**config.mk**
```make
export PLATFORM = sky130hd
export DESIGN_NAME = dpsc_core
export DESIGN_NICKNAME = d
export VERILOG_FILES = /design/src/design/dpsc_pkg.sv /design/src/design/dpsc_tap_if.sv /design/src/design/dpsc_core.sv /design/src/design/dpsc_tap_decode.sv
export SDC_FILE = /design/constraint.sdc
export NUM_CORES = 1
export LEC_CHECK = 0
export BUFFER_PORTS_ARGS = -buffer_cell sky130_fd_sc_hd__buf_2
export CAP_MARGIN = 20
export CORE_ASPECT_RATIO = 0.75
export CORE_UTILIZATION = 30
export DETAILED_ROUTE_END_ITERATION = 8
export REMOVE_ABC_BUFFERS = 1
export SYNTH_ARGS = -nofsm -noshare
export SYNTH_HDL_FRONTEND = slang
export SYNTH_HIERARCHICAL = 1
export SYNTH_SLANG_ARGS = --single-unit
```
**constraint.sdc**
```tcl
create_clock -name clk_sys -period 3.7 [get_ports clk_sys]
set_input_delay 0.185 -clock clk_sys [delete_from_list [all_inputs] [get_ports clk_sys]]
set_output_delay 0.185 -clock clk_sys [all_outputs]
set_load 0.03 [all_outputs]
```
**src/design/dpsc_pkg.sv**
```systemverilog
// package of constants for the dual pot serial command block
package dpsc_pkg;
	localparam int DPSC_CLK_MHZ = 100;
	localparam int DPSC_NVW_MS = 10;
	localparam int DPSC_NVW_CYC = DPSC_NVW_MS * 1000 * DPSC_CLK_MHZ;
	localparam int DPSC_WRL_NS = 100;
	localparam int DPSC_WRL_CYC = (DPSC_WRL_NS * DPSC_CLK_MHZ + 999) / 1000;
	// device type code; the value is arbitrary
	localparam logic [3:0] DPSC_TYPE_CODE = 4'h0;
	localparam logic [3:0] OP_RD_WPR = 4'h9;
	localparam logic [3:0] OP_WR_WPR = 4'hA;
	localparam logic [3:0] OP_RD_SSR = 4'hB;
	localparam logic [3:0] OP_WR_SSR = 4'hC;
	localparam logic [3:0] OP_XFR_S2W = 4'hD;
	localparam logic [3:0] OP_XFR_W2S = 4'hE;
	localparam logic [3:0] OP_GXFR_S2W = 4'h1;
	localparam logic [3:0] OP_GXFR_W2S = 4'h8;
	localparam logic [3:0] OP_STEP = 4'h2;
	localparam logic [5:0] DPSC_POS_MAX = 6'h3F;
	localparam logic [7:0] DPSC_SSR_RESET = 8'h00;
	localparam int DPSC_OPC_HI = 7;
	localparam int DPSC_OPC_LO = 4;
	localparam int DPSC_RSEL_HI = 3;
	localparam int DPSC_RSEL_LO = 2;
	localparam int DPSC_POT_BIT = 0;
endpackage

```
**src/design/dpsc_tap_if.sv**
```systemverilog
// interface carrying wiper positions to the tap decoder
`timescale 1ns/1ps
interface dpsc_tap_if;
	logic [5:0] pos0;
	logic [5:0] pos1;
	logic [63:0] tap0;
	logic [63:0] tap1;
	modport ctl (output pos0, output pos1, input tap0, input tap1);
	modport dec (input pos0, input pos1, output tap0, output tap1);
endinterface

```
**src/design/dpsc_core.sv**
```systemverilog
// serial slave command decoder for a dual 64 tap potentiometer
// Behaviour
// - one of 64 switches closed per array
// - wiper register volatile, written or copied
// - respond only when type code matches
// - low address bits must match straps
// - stop starts nv write, inputs disabled
// - no address ack while nv write busy
// - opcode, register select, pot select fields
// - two byte transfer instructions, no data
// - stored to wiper copy is volatile write
// - wiper to stored copy is nv write
// - single and global transfer forms
// - read/write wiper and stored registers
// - data high pulse steps toward high terminal
// - data low pulse steps toward low terminal
// - wiper read returns 00 plus position
// - wiper write takes 00 plus position
// - pot select zero first, one second
// - stored read uses pot and register select
// - stored write starts nv cycle after stop
// - step bit one increments, zero decrements
// - write protect low blocks nv writes
// - ack address, instruction and data byte
// - reset loads wiper from stored register zero
// - nv write finishes within 10 ms
`timescale 1ns/1ps
module dpsc_core #(
	parameter int NVW_CYC = dpsc_pkg::DPSC_NVW_CYC
) (
	// clock and reset
	input wire logic clk_sys,
	input wire logic reset,
	// serial bus pins
	input wire logic scl_in,
	input wire logic sda_in,
	output logic sda_out,
	output logic sda_oe,
	// straps and protection
	input wire logic [3:0] addr_strap_pins,
	input wire logic write_protect_n,
	// tap switches and status
	output logic [63:0] tap_sw0,
	output logic [63:0] tap_sw1,
	output logic [5:0] wiper_out0,
	output logic [5:0] wiper_out1,
	output logic nv_busy
);
	import dpsc_pkg::*;

	typedef enum logic [2:0] {S_IDLE, S_ADDR, S_INSTR, S_DATA, S_READ, S_STEP, S_IGNORE}
		dpsc_phase_t;

	// all block state
	typedef struct packed {
		logic [1:0] scl_sy;
		logic [1:0] sda_sy;
		logic scl_d;
		logic sda_d;
		dpsc_phase_t ph;
		logic [3:0] bitc;
		logic [7:0] sh;
		logic [7:0] instr;
		logic ack;
		logic drive;
		logic drv_val;
		logic step_ok;
		logic [5:0] wpr0;
		logic [5:0] wpr1;
		logic [5:0] wout0;
		logic [5:0] wout1;
		logic [7:0] wrl_cnt;
		logic [7:0] ssr0_0;
		logic [7:0] ssr0_1;
		logic [7:0] ssr0_2;
		logic [7:0] ssr0_3;
		logic [7:0] ssr1_0;
		logic [7:0] ssr1_1;
		logic [7:0] ssr1_2;
		logic [7:0] ssr1_3;
		logic nv_pend;
		logic nv_glob;
		logic nv_fromw;
		logic [7:0] nv_data;
		logic [2:0] nv_sel;
		logic [31:0] nv_cnt;
		logic boot;
	} dpsc_state_t;

	dpsc_state_t st_ff;
	dpsc_state_t nxt_st;
	dpsc_tap_if tap ();

	// stored setting register read by flat index {pot, reg}
	function automatic logic [7:0] ssr_get(input dpsc_state_t s, input logic [2:0] i);
		case (i)
			3'h0: ssr_get = s.ssr0_0;
			3'h1: ssr_get = s.ssr0_1;
			3'h2: ssr_get = s.ssr0_2;
			3'h3: ssr_get = s.ssr0_3;
			3'h4: ssr_get = s.ssr1_0;
			3'h5: ssr_get = s.ssr1_1;
			3'h6: ssr_get = s.ssr1_2;
			default: ssr_get = s.ssr1_3;
		endcase
	endfunction

	// stored setting register write by flat index
	function automatic dpsc_state_t ssr_put(input dpsc_state_t s, input logic [2:0] i,
			input logic [7:0] v);
		ssr_put = s;
		case (i)
			3'h0: ssr_put.ssr0_0 = v;
			3'h1: ssr_put.ssr0_1 = v;
			3'h2: ssr_put.ssr0_2 = v;
			3'h3: ssr_put.ssr0_3 = v;
			3'h4: ssr_put.ssr1_0 = v;
			3'h5: ssr_put.ssr1_1 = v;
			3'h6: ssr_put.ssr1_2 = v;
			default: ssr_put.ssr1_3 = v;
		endcase
	endfunction

	// decoded bus events, all from synchronised copies
	logic scl_rise;
	logic scl_fall;
	logic bus_start;
	logic bus_stop;
	logic [3:0] opc;
	logic [2:0] sel;
	logic pot;

	always_comb begin
		scl_rise = st_ff.scl_sy[1] & ~st_ff.scl_d;
		scl_fall = ~st_ff.scl_sy[1] & st_ff.scl_d;
		bus_start = st_ff.scl_sy[1] & st_ff.scl_d & st_ff.sda_d & ~st_ff.sda_sy[1];
		bus_stop = st_ff.scl_sy[1] & st_ff.scl_d & ~st_ff.sda_d & st_ff.sda_sy[1];
		opc = st_ff.instr[DPSC_OPC_HI:DPSC_OPC_LO];
		pot = st_ff.instr[DPSC_POT_BIT];
		sel = {pot, st_ff.instr[DPSC_RSEL_HI:DPSC_RSEL_LO]};
	end

	// next state of the whole block
	always_comb begin
		nxt_st = st_ff;
		// two flip-flop synchronisers, then edge history
		nxt_st.scl_sy = {st_ff.scl_sy[0], scl_in};
		nxt_st.sda_sy = {st_ff.sda_sy[0], sda_in};
		nxt_st.scl_d = st_ff.scl_sy[1];
		nxt_st.sda_d = st_ff.sda_sy[1];
		// power-up restore of each wiper from its register zero
		if (st_ff.boot) begin
			nxt_st.boot = 1'b0;
			nxt_st.wpr0 = st_ff.ssr0_0[5:0];
			nxt_st.wpr1 = st_ff.ssr1_0[5:0];
		end
		// wiper output follows the register after the response delay
		if (st_ff.wout0 != st_ff.wpr0 || st_ff.wout1 != st_ff.wpr1) begin
			if (st_ff.wrl_cnt >= 8'(DPSC_WRL_CYC - 1)) begin
				nxt_st.wout0 = st_ff.wpr0;
				nxt_st.wout1 = st_ff.wpr1;
				nxt_st.wrl_cnt = 8'h00;
			end else begin
				nxt_st.wrl_cnt = st_ff.wrl_cnt + 8'h01;
			end
		end else begin
			nxt_st.wrl_cnt = 8'h00;
		end
		// nonvolatile write timer; commits at the end of the cycle
		if (st_ff.nv_cnt != 32'h0000_0000) begin
			nxt_st.nv_cnt = st_ff.nv_cnt - 32'h0000_0001;
			if (st_ff.nv_cnt == 32'h0000_0001) begin
				if (st_ff.nv_glob) begin
					// global form writes both pots at one register index
					nxt_st = ssr_put(nxt_st, {1'b0, st_ff.nv_sel[1:0]},
						{2'b00, st_ff.wpr0});
					nxt_st = ssr_put(nxt_st, {1'b1, st_ff.nv_sel[1:0]}, {2'b00, st_ff.wpr1});
				end else if (st_ff.nv_fromw) begin
					nxt_st = ssr_put(nxt_st, st_ff.nv_sel,
						{2'b00, st_ff.nv_sel[2] ? st_ff.wpr1 : st_ff.wpr0});
				end else begin
					nxt_st = ssr_put(nxt_st, st_ff.nv_sel, st_ff.nv_data);
				end
			end
		end else begin
			// inputs ignored while busy: the bus decoding below runs only when no nv write is busy
			if (bus_stop) begin
				nxt_st.ph = S_IDLE;
				nxt_st.drive = 1'b0;
				if (st_ff.nv_pend && write_protect_n) begin
					nxt_st.nv_cnt = 32'(NVW_CYC);
				end
				nxt_st.nv_pend = 1'b0;
			end else if (bus_start) begin
				nxt_st.ph = S_ADDR;
				nxt_st.bitc = 4'h0;
				nxt_st.drive = 1'b0;
				nxt_st.ack = 1'b0;
				nxt_st.nv_pend = 1'b0;
			end else if (scl_rise) begin
				case (st_ff.ph)
					S_ADDR, S_INSTR, S_DATA, S_READ: begin
						// rise k of a byte sees bitc == k; the read shifter is ours alone
						if (st_ff.bitc != 4'h0 && st_ff.bitc < 4'h9 && st_ff.ph != S_READ)
							nxt_st.sh = {st_ff.sh[6:0], st_ff.sda_sy[1]};
						else if (st_ff.ph == S_READ && st_ff.bitc == 4'h9 && st_ff.sda_sy[1])
							nxt_st.ph = S_IGNORE; // master nack ends a read
					end
					S_STEP: begin
						if (st_ff.step_ok) begin
							if (st_ff.sda_sy[1]) begin
								if (pot) begin
									if (st_ff.wpr1 != DPSC_POS_MAX) nxt_st.wpr1 = st_ff.wpr1 + 6'h01;
								end else if (st_ff.wpr0 != DPSC_POS_MAX) begin
									nxt_st.wpr0 = st_ff.wpr0 + 6'h01;
								end
							end else begin
								if (pot) begin
									if (st_ff.wpr1 != 6'h00) nxt_st.wpr1 = st_ff.wpr1 - 6'h01;
								end else if (st_ff.wpr0 != 6'h00) begin
									nxt_st.wpr0 = st_ff.wpr0 - 6'h01;
								end
							end
						end
					end
					default: begin
					end
				endcase
			end else if (scl_fall) begin
				nxt_st.step_ok = (st_ff.ph == S_STEP);
				case (st_ff.ph)
					S_ADDR, S_INSTR, S_DATA, S_READ: begin
						nxt_st.bitc = st_ff.bitc + 4'h1;
						nxt_st.drive = 1'b0;
						if (st_ff.bitc == 4'h8 && st_ff.ph != S_READ) begin
							// ack slot after a received byte
							nxt_st.drive = 1'b1;
							nxt_st.drv_val = 1'b0;
							if (st_ff.ph == S_ADDR &&
									(st_ff.sh[7:4] != DPSC_TYPE_CODE ||
									st_ff.sh[3:0] != addr_strap_pins)) begin
								nxt_st.drive = 1'b0;
								nxt_st.ph = S_IGNORE;
							end
						end else if (st_ff.bitc == 4'h9) begin
							// the fall ending the ack slot is also the first fall of the next byte
							nxt_st.bitc = 4'h1;
							case (st_ff.ph)
								S_ADDR: nxt_st.ph = S_INSTR;
								S_INSTR: begin
									nxt_st.instr = st_ff.sh;
									nxt_st.ph = S_IGNORE;
									case (st_ff.sh[DPSC_OPC_HI:DPSC_OPC_LO])
										OP_WR_WPR, OP_WR_SSR: nxt_st.ph = S_DATA;
										OP_RD_WPR, OP_RD_SSR: begin
											nxt_st.ph = S_READ;
											nxt_st.sh = (st_ff.sh[DPSC_OPC_HI:DPSC_OPC_LO] == OP_RD_WPR)
												? {2'b00, st_ff.sh[0] ? st_ff.wpr1 : st_ff.wpr0}
												: ssr_get(st_ff, {st_ff.sh[0], st_ff.sh[3:2]});
											nxt_st.drive = 1'b1;
										end
										OP_STEP: begin
											nxt_st.ph = S_STEP;
											nxt_st.step_ok = 1'b1;
										end
										OP_XFR_S2W: begin
											if (st_ff.sh[0])
												nxt_st.wpr1 = 6'(ssr_get(st_ff, {1'b1, st_ff.sh[3:2]}));
											else
												nxt_st.wpr0 = 6'(ssr_get(st_ff, {1'b0, st_ff.sh[3:2]}));
										end
										OP_GXFR_S2W: begin
											nxt_st.wpr0 = 6'(ssr_get(st_ff, {1'b0, st_ff.sh[3:2]}));
											nxt_st.wpr1 = 6'(ssr_get(st_ff, {1'b1, st_ff.sh[3:2]}));
										end
										OP_XFR_W2S, OP_GXFR_W2S: begin
											nxt_st.nv_pend = 1'b1;
											nxt_st.nv_fromw = 1'b1;
											nxt_st.nv_glob = (st_ff.sh[DPSC_OPC_HI:DPSC_OPC_LO] == OP_GXFR_W2S);
											nxt_st.nv_sel = {st_ff.sh[0], st_ff.sh[3:2]};
										end
										default: begin
										end
									endcase
								end
								S_DATA: begin
									nxt_st.ph = S_IGNORE;
									if (opc == OP_WR_WPR) begin
										if (pot) nxt_st.wpr1 = st_ff.sh[5:0];
										else nxt_st.wpr0 = st_ff.sh[5:0];
									end else begin
										nxt_st.nv_pend = 1'b1;
										nxt_st.nv_fromw = 1'b0;
										nxt_st.nv_glob = 1'b0;
										nxt_st.nv_sel = sel;
										nxt_st.nv_data = st_ff.sh;
									end
								end
								S_READ: nxt_st.ph = S_IGNORE;
								default: nxt_st.ph = S_IGNORE;
							endcase
						end
						if (st_ff.ph == S_READ && st_ff.bitc != 4'h0 && st_ff.bitc < 4'h8) begin
							nxt_st.drive = 1'b1;
							nxt_st.sh = {st_ff.sh[6:0], 1'b0};
						end
					end
					default: begin
					end
				endcase
			end
			// read data bit on the line follows the shifter msb
			if (nxt_st.ph == S_READ && nxt_st.bitc < 4'h9)
				nxt_st.drv_val = nxt_st.sh[7];
		end
		// busy address phase is simply never acknowledged
	end

	// single registered state update
	always_ff @(posedge clk_sys) begin
		if (reset) begin
			st_ff <= '0;
			st_ff.scl_sy <= 2'b11;
			st_ff.sda_sy <= 2'b11;
			st_ff.scl_d <= 1'b1;
			st_ff.sda_d <= 1'b1;
			st_ff.ph <= S_IDLE;
			st_ff.ssr0_0 <= DPSC_SSR_RESET;
			st_ff.ssr1_0 <= DPSC_SSR_RESET;
			st_ff.boot <= 1'b1;
		end else begin
			st_ff <= nxt_st;
		end
	end

	assign tap.pos0 = st_ff.wout0;
	assign tap.pos1 = st_ff.wout1;
	dpsc_tap_decode u_dec (
		.tap(tap.dec)
	);

	// open-drain: only ever pull low
	always_comb begin
		sda_out = 1'b0;
		sda_oe = st_ff.drive & ~st_ff.drv_val;
		tap_sw0 = tap.tap0;
		tap_sw1 = tap.tap1;
		wiper_out0 = st_ff.wout0;
		wiper_out1 = st_ff.wout1;
		nv_busy = (st_ff.nv_cnt != 32'h0000_0000);
	end
endmodule

```
**src/design/dpsc_tap_decode.sv**
```systemverilog
// one-hot tap switch decoder for both resistor arrays
`timescale 1ns/1ps
module dpsc_tap_decode (
	// wiper positions in, switches out
	dpsc_tap_if.dec tap
);
	// exactly one switch per array is closed
	function automatic logic [63:0] onehot(input logic [5:0] p);
		onehot = 64'h0000_0000_0000_0001 << p;
	endfunction
	always_comb begin
		tap.tap0 = onehot(tap.pos0);
		tap.tap1 = onehot(tap.pos1);
	end
endmodule

```
==> impl_results.md, run 1 <==
- Status: completed
- Worst Tran Pin Value: 0.9473 ns
- Area grow syn2layout: 15.20%
- Maxcap violations: 0
- Worst reg-to-reg path cell count: 7
- Power Density: between 400 and 500 mW/mm^2
- Final Setup Violations: 0
- Post-synth EDFFs: 0
- Total Routing Usage GR: between 15 and 20%
- Antenna Cells: 0
- Min-delay worst type: in2reg
- Clock sinks: approximately 170
- R2r endpoint: st_ff[144]
- CP arrival: roughly 3.7 ns
- Min Tclk post-route: between 3 and 4 ns
- Vias per cell: between 5 and 6
- Crit Path Category: reg2reg
- Vias in the first global route: between 9000 and 10000
- Setup_tns: 0 ns
- FFs w/ async S/R, synth: 0%
- # IOs: ~150
- I/O Buffers: 150
- FF+latch count, synth: 174
- Grt total ovfl: 0
- Clock latency on the worst-skew pair: roughly 0.44 ns
- Crit-path max cell delay: approximately 0.65 ns
- Drt pass-1 iters: 6
- Worst R2R Start: st_ff[18]
- Finished Cell Area: approximately 0.013 mm^2
- Largest net degree at the start of global routing: 71
- Root Buffer: clkbuf_16
- Dominant cells by area after synthesis: dfxtp_1 (31%), mux2i_1 (11%), nor2_1 (11%)
- ANT nets after route: 0
- Relative slew slack: 36.18%
- Synthesized instance count: about 1400
- Routability Congestion: 0.9232
- Cell taking the most area after synthesis: dfxtp_1
- Share of cells above drive strength 1: 18.21%
- Syn_area_per_cell: ~8.0 um^2
- RSZ-0062 raised after global routing: no
- YS warnings: 6
- Row cnt: 60
- DRT iter0 DRCs: 974
- Final hold violation count: 0
- Area after DPL: between 0.01 and 0.015 mm^2
- Die area: about 0.038 mm^2
- Synthesized area: around 0.011 mm^2
- Synth Flop Type: dfxtp_1
- Layout Nets: ~1500
- DRC violations left: 0
- Post-synth top area share: about a third
- Initial Util: slightly above 30%
- Clock Path Buffers: 2
- Hpwl dp: about 24000 um
- CP Max Fanout: 17
- CTS tree: yes
- FF-to-FF setup slack: around 0.38 ns
- Core area: about 0.036 mm^2
- Startpoint types: register
- Synth cell types: 85
- Routed WL: roughly 34000 um
- Cell at the slowest stage of the critical path: or4_4
- # H-tree levels: 4
- Critical Path Source: st_ff[18]
- Slew Viols, Final: 0
- Post-synthesis sequential area ratio: between 30% and 40%
- Post-CTS Repair Setup Buffers: 0
- Commonest non-fill, non-tap cell in the layout: nor2_1
- Per-cell routed wire length: 17.14 um
- Antenna violations before repair: 0
- Peak supply drop: approximately 0.39 mV
- Leading cell types in the layout, fill and taps excluded: nor2_1 (322), dfxtp_1 (174), buf_2 (149)
- CP most frequent cell: or4_4
- CP Cell Sequence: or4_4 -> or3_1 -> or4_4 -> nor2_4 -> o211ai_1 -> a211oi_1 -> mux2i_1
- Setup crit end: st_ff[144]
- Fmax: approximately 0.3 GHz
- CP required: slightly above 4 ns
- Die X: roughly 220 um
- Fin crit share: between 80% and 90%
- Vias after detailed routing: 10580
- Inserted Clock Buffers: 17
- Clock-pin slew on the worst setup and hold paths: about 0.08 ns
- Lkg Pwr: 5.109 nW
- Worst Clk Skew: about 0.011 ns
- Die Y-Extent: ~170 um
- First-pass GRT wire length: about 52000 um
- CP endpoint kind: register
power by group:
| group | leakage, nW | switching, mW | internal, mW | total [mW] |
|---|---|---|---|---|
| Clock | 0.291 | 0.839 | 1.02 | 1.86 |
| Sequential | 1.41 | 0.164 | 2.02 | 2.19 |
| Combinational | 3.41 | 0.886 | 0.563 | 1.45 |
| Total | 5.11 | 1.89 | 3.61 | 5.50 |
area by class of cell:
class / count / area [um^2]
Clock inverter: 13 / 167.7
Fill cell: 3659 / 23350
Clock buffer: 19 / 432.9
Sequential cell: 174 / 3483
Tap cell: 496 / 620.6
Multi-Input combinational cell: 1065 / 6998
Timing Repair Buffer: 179 / 975.9
Inverter: 22 / 82.58
repair_timing:
action / in CTS / in global routing
hold endpoints to repair: 2 / 0
hold buffers: 2 / 0
gates resized for setup: 0 / 0
metal layers:
layer	wire [um]	up-vias	share of wire, %	track usage [%]
met5	0	-	0	0
met4	436	0	1.3	3.961
met3	2881	39	8.5	4.031
met2	14370	453	43	26.14
met1	16040	5041	48	24.82
li1	-	5046	-	-
cell families (layout without fill, tap and decap cells):
family          after synthesis  count (layout)  share of synthesized area (%)
other cells                   1               5                        0.03385
buf+inv                     146             233                          5.512
simple gates                617             617                          28.11
flops                       174             174                          31.45
xor+xnor                     46              46                          3.637
mux                         151             151                          15.58
fa+ha+maj                    15              15                          1.694
compound gates              231             231                          13.98
state kept, by name, summed over array words and instances (netlist names):
register / cells
wiper_out1: 6
st_ff: 155
wiper_out0: 6
opc: 4
pot: 1
sel: 2
synth_stat cells, types with 14 or more instances:
cell type / number
nor2_1: 322
mux4_2: 16
a21oi_1: 57
nand3_1: 37
xor2_1: 18
nand2_1: 63
mux2i_1: 124
dfxtp_1: 174
clkbuf_1: 97
inv_1: 21
ha_1: 15
a31oi_1: 15
nor3_1: 25
o21ai_0: 45
or3_1: 22
nand2b_1: 14
a22oi_1: 16
xnor2_1: 28
worst min-delay path by stage:
stage / from / endpoint / depth (start not counted)
final: reset / st_ff[14] / 2
after floorplan: reset / st_ff[0] / 0
after global routing: reset / st_ff[0] / 1
after detailed placement: scl_in / st_ff[174] / 2
after global placement: scl_in / st_ff[174] / 2
after CTS: reset / st_ff[0] / 1
worst max-delay path, delay by kind of cell, from the launching register on:
| kind | cells | cell delay, ns |
|---|---|---|
| DFF | 1 | 0.37 |
| muxes | 1 | 0.23 |
| and+or+nand+nor | 4 | 2.12 |
| AOI/OAI and AO/OA | 2 | 0.51 |
per-stage QoR:
stage	power, mW	cells	hold WS (ns)	worst slack (ns)	util (%)
floorplan	3.306	1261	0.2127	0.3267	-
finish	5.502	1968	0.2965	0.3814	35.34
CTS	5.532	1968	0.2848	0.4018	35.34
global route	5.810	1968	0.3152	0.2250	35.34
detailed placement	3.660	1934	0.3730	0.4494	33.62
global placement	3.620	1934	0.3754	0.5756	33.62
Power figures use the tool's default switching activity.
==> run 2, diff against run 1 <==
--- a/config.mk
+++ b/config.mk
@@ -10,6 +10,7 @@
 export CORE_ASPECT_RATIO = 0.75
 export CORE_UTILIZATION = 30
 export DETAILED_ROUTE_END_ITERATION = 8
+export RECOVER_POWER = 100
 export REMOVE_ABC_BUFFERS = 1
 export SYNTH_ARGS = -nofsm -noshare
 export SYNTH_HDL_FRONTEND = slang
==> run 2 against run 1 <==
  * Critical path depth is the same
  * The run now ends with max-capacitance violations, max-slew violations left
  * Sequential cell count is the same
  * Fmax shrank 2.6%
  * Register-to-register slack lost 0.09 ns
  * Die area is the same
  * Clock skew grew 0.00067 ns
  * Hold slack gained 0.014 ns
  * Combinational power is essentially flat
  * Via count shrank 0.71%
  * Cell area shrank 1.5%
  * Power shrank 0.44%
  * Critical endpoint is now st_ff[160]
==> impl_results.md, run 2 (synthesized netlist as in run 1, its figures left out) <==
- Slew Viols, Final: 71
- Combinational share of power: a little over a quarter
- DRT iter0 DRCs: 916
- Grt total ovfl: 0
- Root Buffer: clkbuf_16
- Post-CTS Repair Setup Buffers: 0
- Maxcap violations: 1
- Cell at the slowest stage of the critical path: or4_4
- Min-delay worst type: in2reg
- Die area: between 0.03 and 0.04 mm^2
- Area of the multi-input gates: around 0.007 mm^2
- Highest metal used: met4
- Total Routing Usage GR: 17.35%
- Setup_tns: 0 ns
- # IOs: 152
- Commonest non-fill, non-tap cell in the layout: nor2_1
- Post-CTS sizing: 0
- CP arrival: about 3.6 ns
- DRC violations left: 0
- Hold Worst Slack: about 0.31 ns
- Vias per cell: 5.337
- Inserted Clock Buffers: 17
- Hpwl dp: about 24000 um
- Status: complete, but fails checks
- Fin crit share: 92.08%
- Row cnt: 60
- Largest net degree at the start of global routing: 71
- Clock-pin slew on the worst setup and hold paths: 0.07 ns
- Area grow syn2layout: 13.42%
- Initial Util: between 30 and 40%
- Antenna violations before repair: 0
- Clk network pwr share: approximately a third
- WP buf/inv: 0
- Final hold violation count: 0
- CP Cell Sequence: or4_1 -> or3_1 -> or4_4 -> nor2_4 -> o311ai_4 -> mux2i_1 -> nor2_1
- Fin util: between 30% and 40%
- Met3 Wirelength: approximately 2900 um
- Post-Route M1 WL: between 15000 and 20000 um
- Setup WS pre-CTS: roughly 0.45 ns
- Routability Congestion: between 0.9 and 1
- Vias after detailed routing: around 11000
- Vias in the first global route: 9274
- Sw frac: roughly 34%
- Finished Cell Area: about 0.013 mm^2
- Max reg flops: about 160
- Internal power: roughly 3.6 mW
- Cell Count Post-Placement: between 1500 and 2000
- Area after DPL: 0.01214 mm^2
- Antenna Cells: 0
- Relative slew slack: -126.1%
- Die X: 223.9 um
- CP endpoint kind: register
- Leading cell types in the layout, fill and taps excluded: nor2_1 (322), dfxtp_1 (174), clkbuf_1 (143)
- Lkg Pwr: around 4.5 nW
- Crit-path max cell delay: roughly 0.65 ns
- Finished Layout Cells: roughly 2000
- Layout Nets: approximately 1500
- Per-cell routed wire length: ~17 um
- Peak supply drop: ~0.38 mV
- CP Max Fanout: 17
- CP required: ~3.9 ns
- Delay-heaviest family, CP: simple AND/OR/NAND/NOR gates
- Clock Path Buffers: 2
- Min Tclk post-route: between 3 and 4 ns
- First-pass GRT wire length: roughly 52000 um
- Final Setup Violations: 0
- Post-CTS Hold Buffers: 2
- Drt pass-1 iters: 6
- Clock sinks: between 150 and 200
- Worst Clk Skew: roughly 0.011 ns
- Power Total: around 5.5 mW
- Reg with most FFs: st_ff
- CTS tree: yes
- Total net switching power: 1.887 mW
- RSZ-0062 raised after global routing: no
- Crit Path Category: reg2reg
- Power Density: around 440 mW/mm^2
- Clock latency on the worst-skew pair: 0.44 ns
- # H-tree levels: 4
- Die Y-Extent: roughly 170 um
- Fmax: ~0.3 GHz
- Startpoint types: register
- ANT nets after route: 0
- I/O Buffers: 150
- Routed WL: around 34000 um
- Routed met2 length: 14550 um
- Core area: roughly 0.036 mm^2
- Seq pwr share: 39.9%
- Setup ws final: between 0.2 and 0.3 ns
- Storage element area: around 0.0035 mm^2
- Worst Tran Pin Value: ~3.4 ns
- Violated checks: max-capacitance violations, max-slew violations
- Share of cells above drive strength 1: roughly 8.3%
- Fillers: 3749
-- run 2: power groups by stage --
stage / Combinational, mW / Clock, mW / Sequential, mW
final: 1.42 / 1.87 / 2.19
after global routing: 1.58 / 1.98 / 2.21
after CTS: 1.45 / 1.90 / 2.18
after detailed placement: 1.43 / 0 / 2.23
after global placement: 1.41 / 0 / 2.21
after floorplan: 1.12 / 0 / 2.19
-- run 2: worst reg2reg max path, delay by kind of cell (launching register included) --
| kind | cells | cell delay (ns) |
|---|---|---|
| and+or+nand+nor | 5 | 2.22 |
| DFF | 1 | 0.37 |
| AOI/OAI and AO/OA | 1 | 0.31 |
| muxes | 1 | 0.25 |
-- run 2: per-layer routing --
metal  vias up  global-route usage, %
li1       5045                      -
met1      4996                  24.82
met2       433                  26.14
met3        30                  4.031
met4         0                  3.961
met5         -                      0
-- run 2: final cells by class --
class,count,share of cell area (%)
clock inverters,13,1.335
multi-input cells,1065,55.57
clock buffers,19,3.446
flip-flops and latches,174,27.73
inverters,22,0.6573
well taps,496,4.940
repair buffers,179,6.324
-- run 2: path summary, 6_finish.rpt --
check	slack, ns	cells after the start	to	from
worst max-delay path	0.29	7	st_ff[160]	st_ff[18]
worst min-delay path	0.31	4	st_ff[2]	write_protect_n
worst max register to register	0.29	7	st_ff[160]	st_ff[18]
worst min register to register	0.41	1	st_ff[173]	st_ff[172]
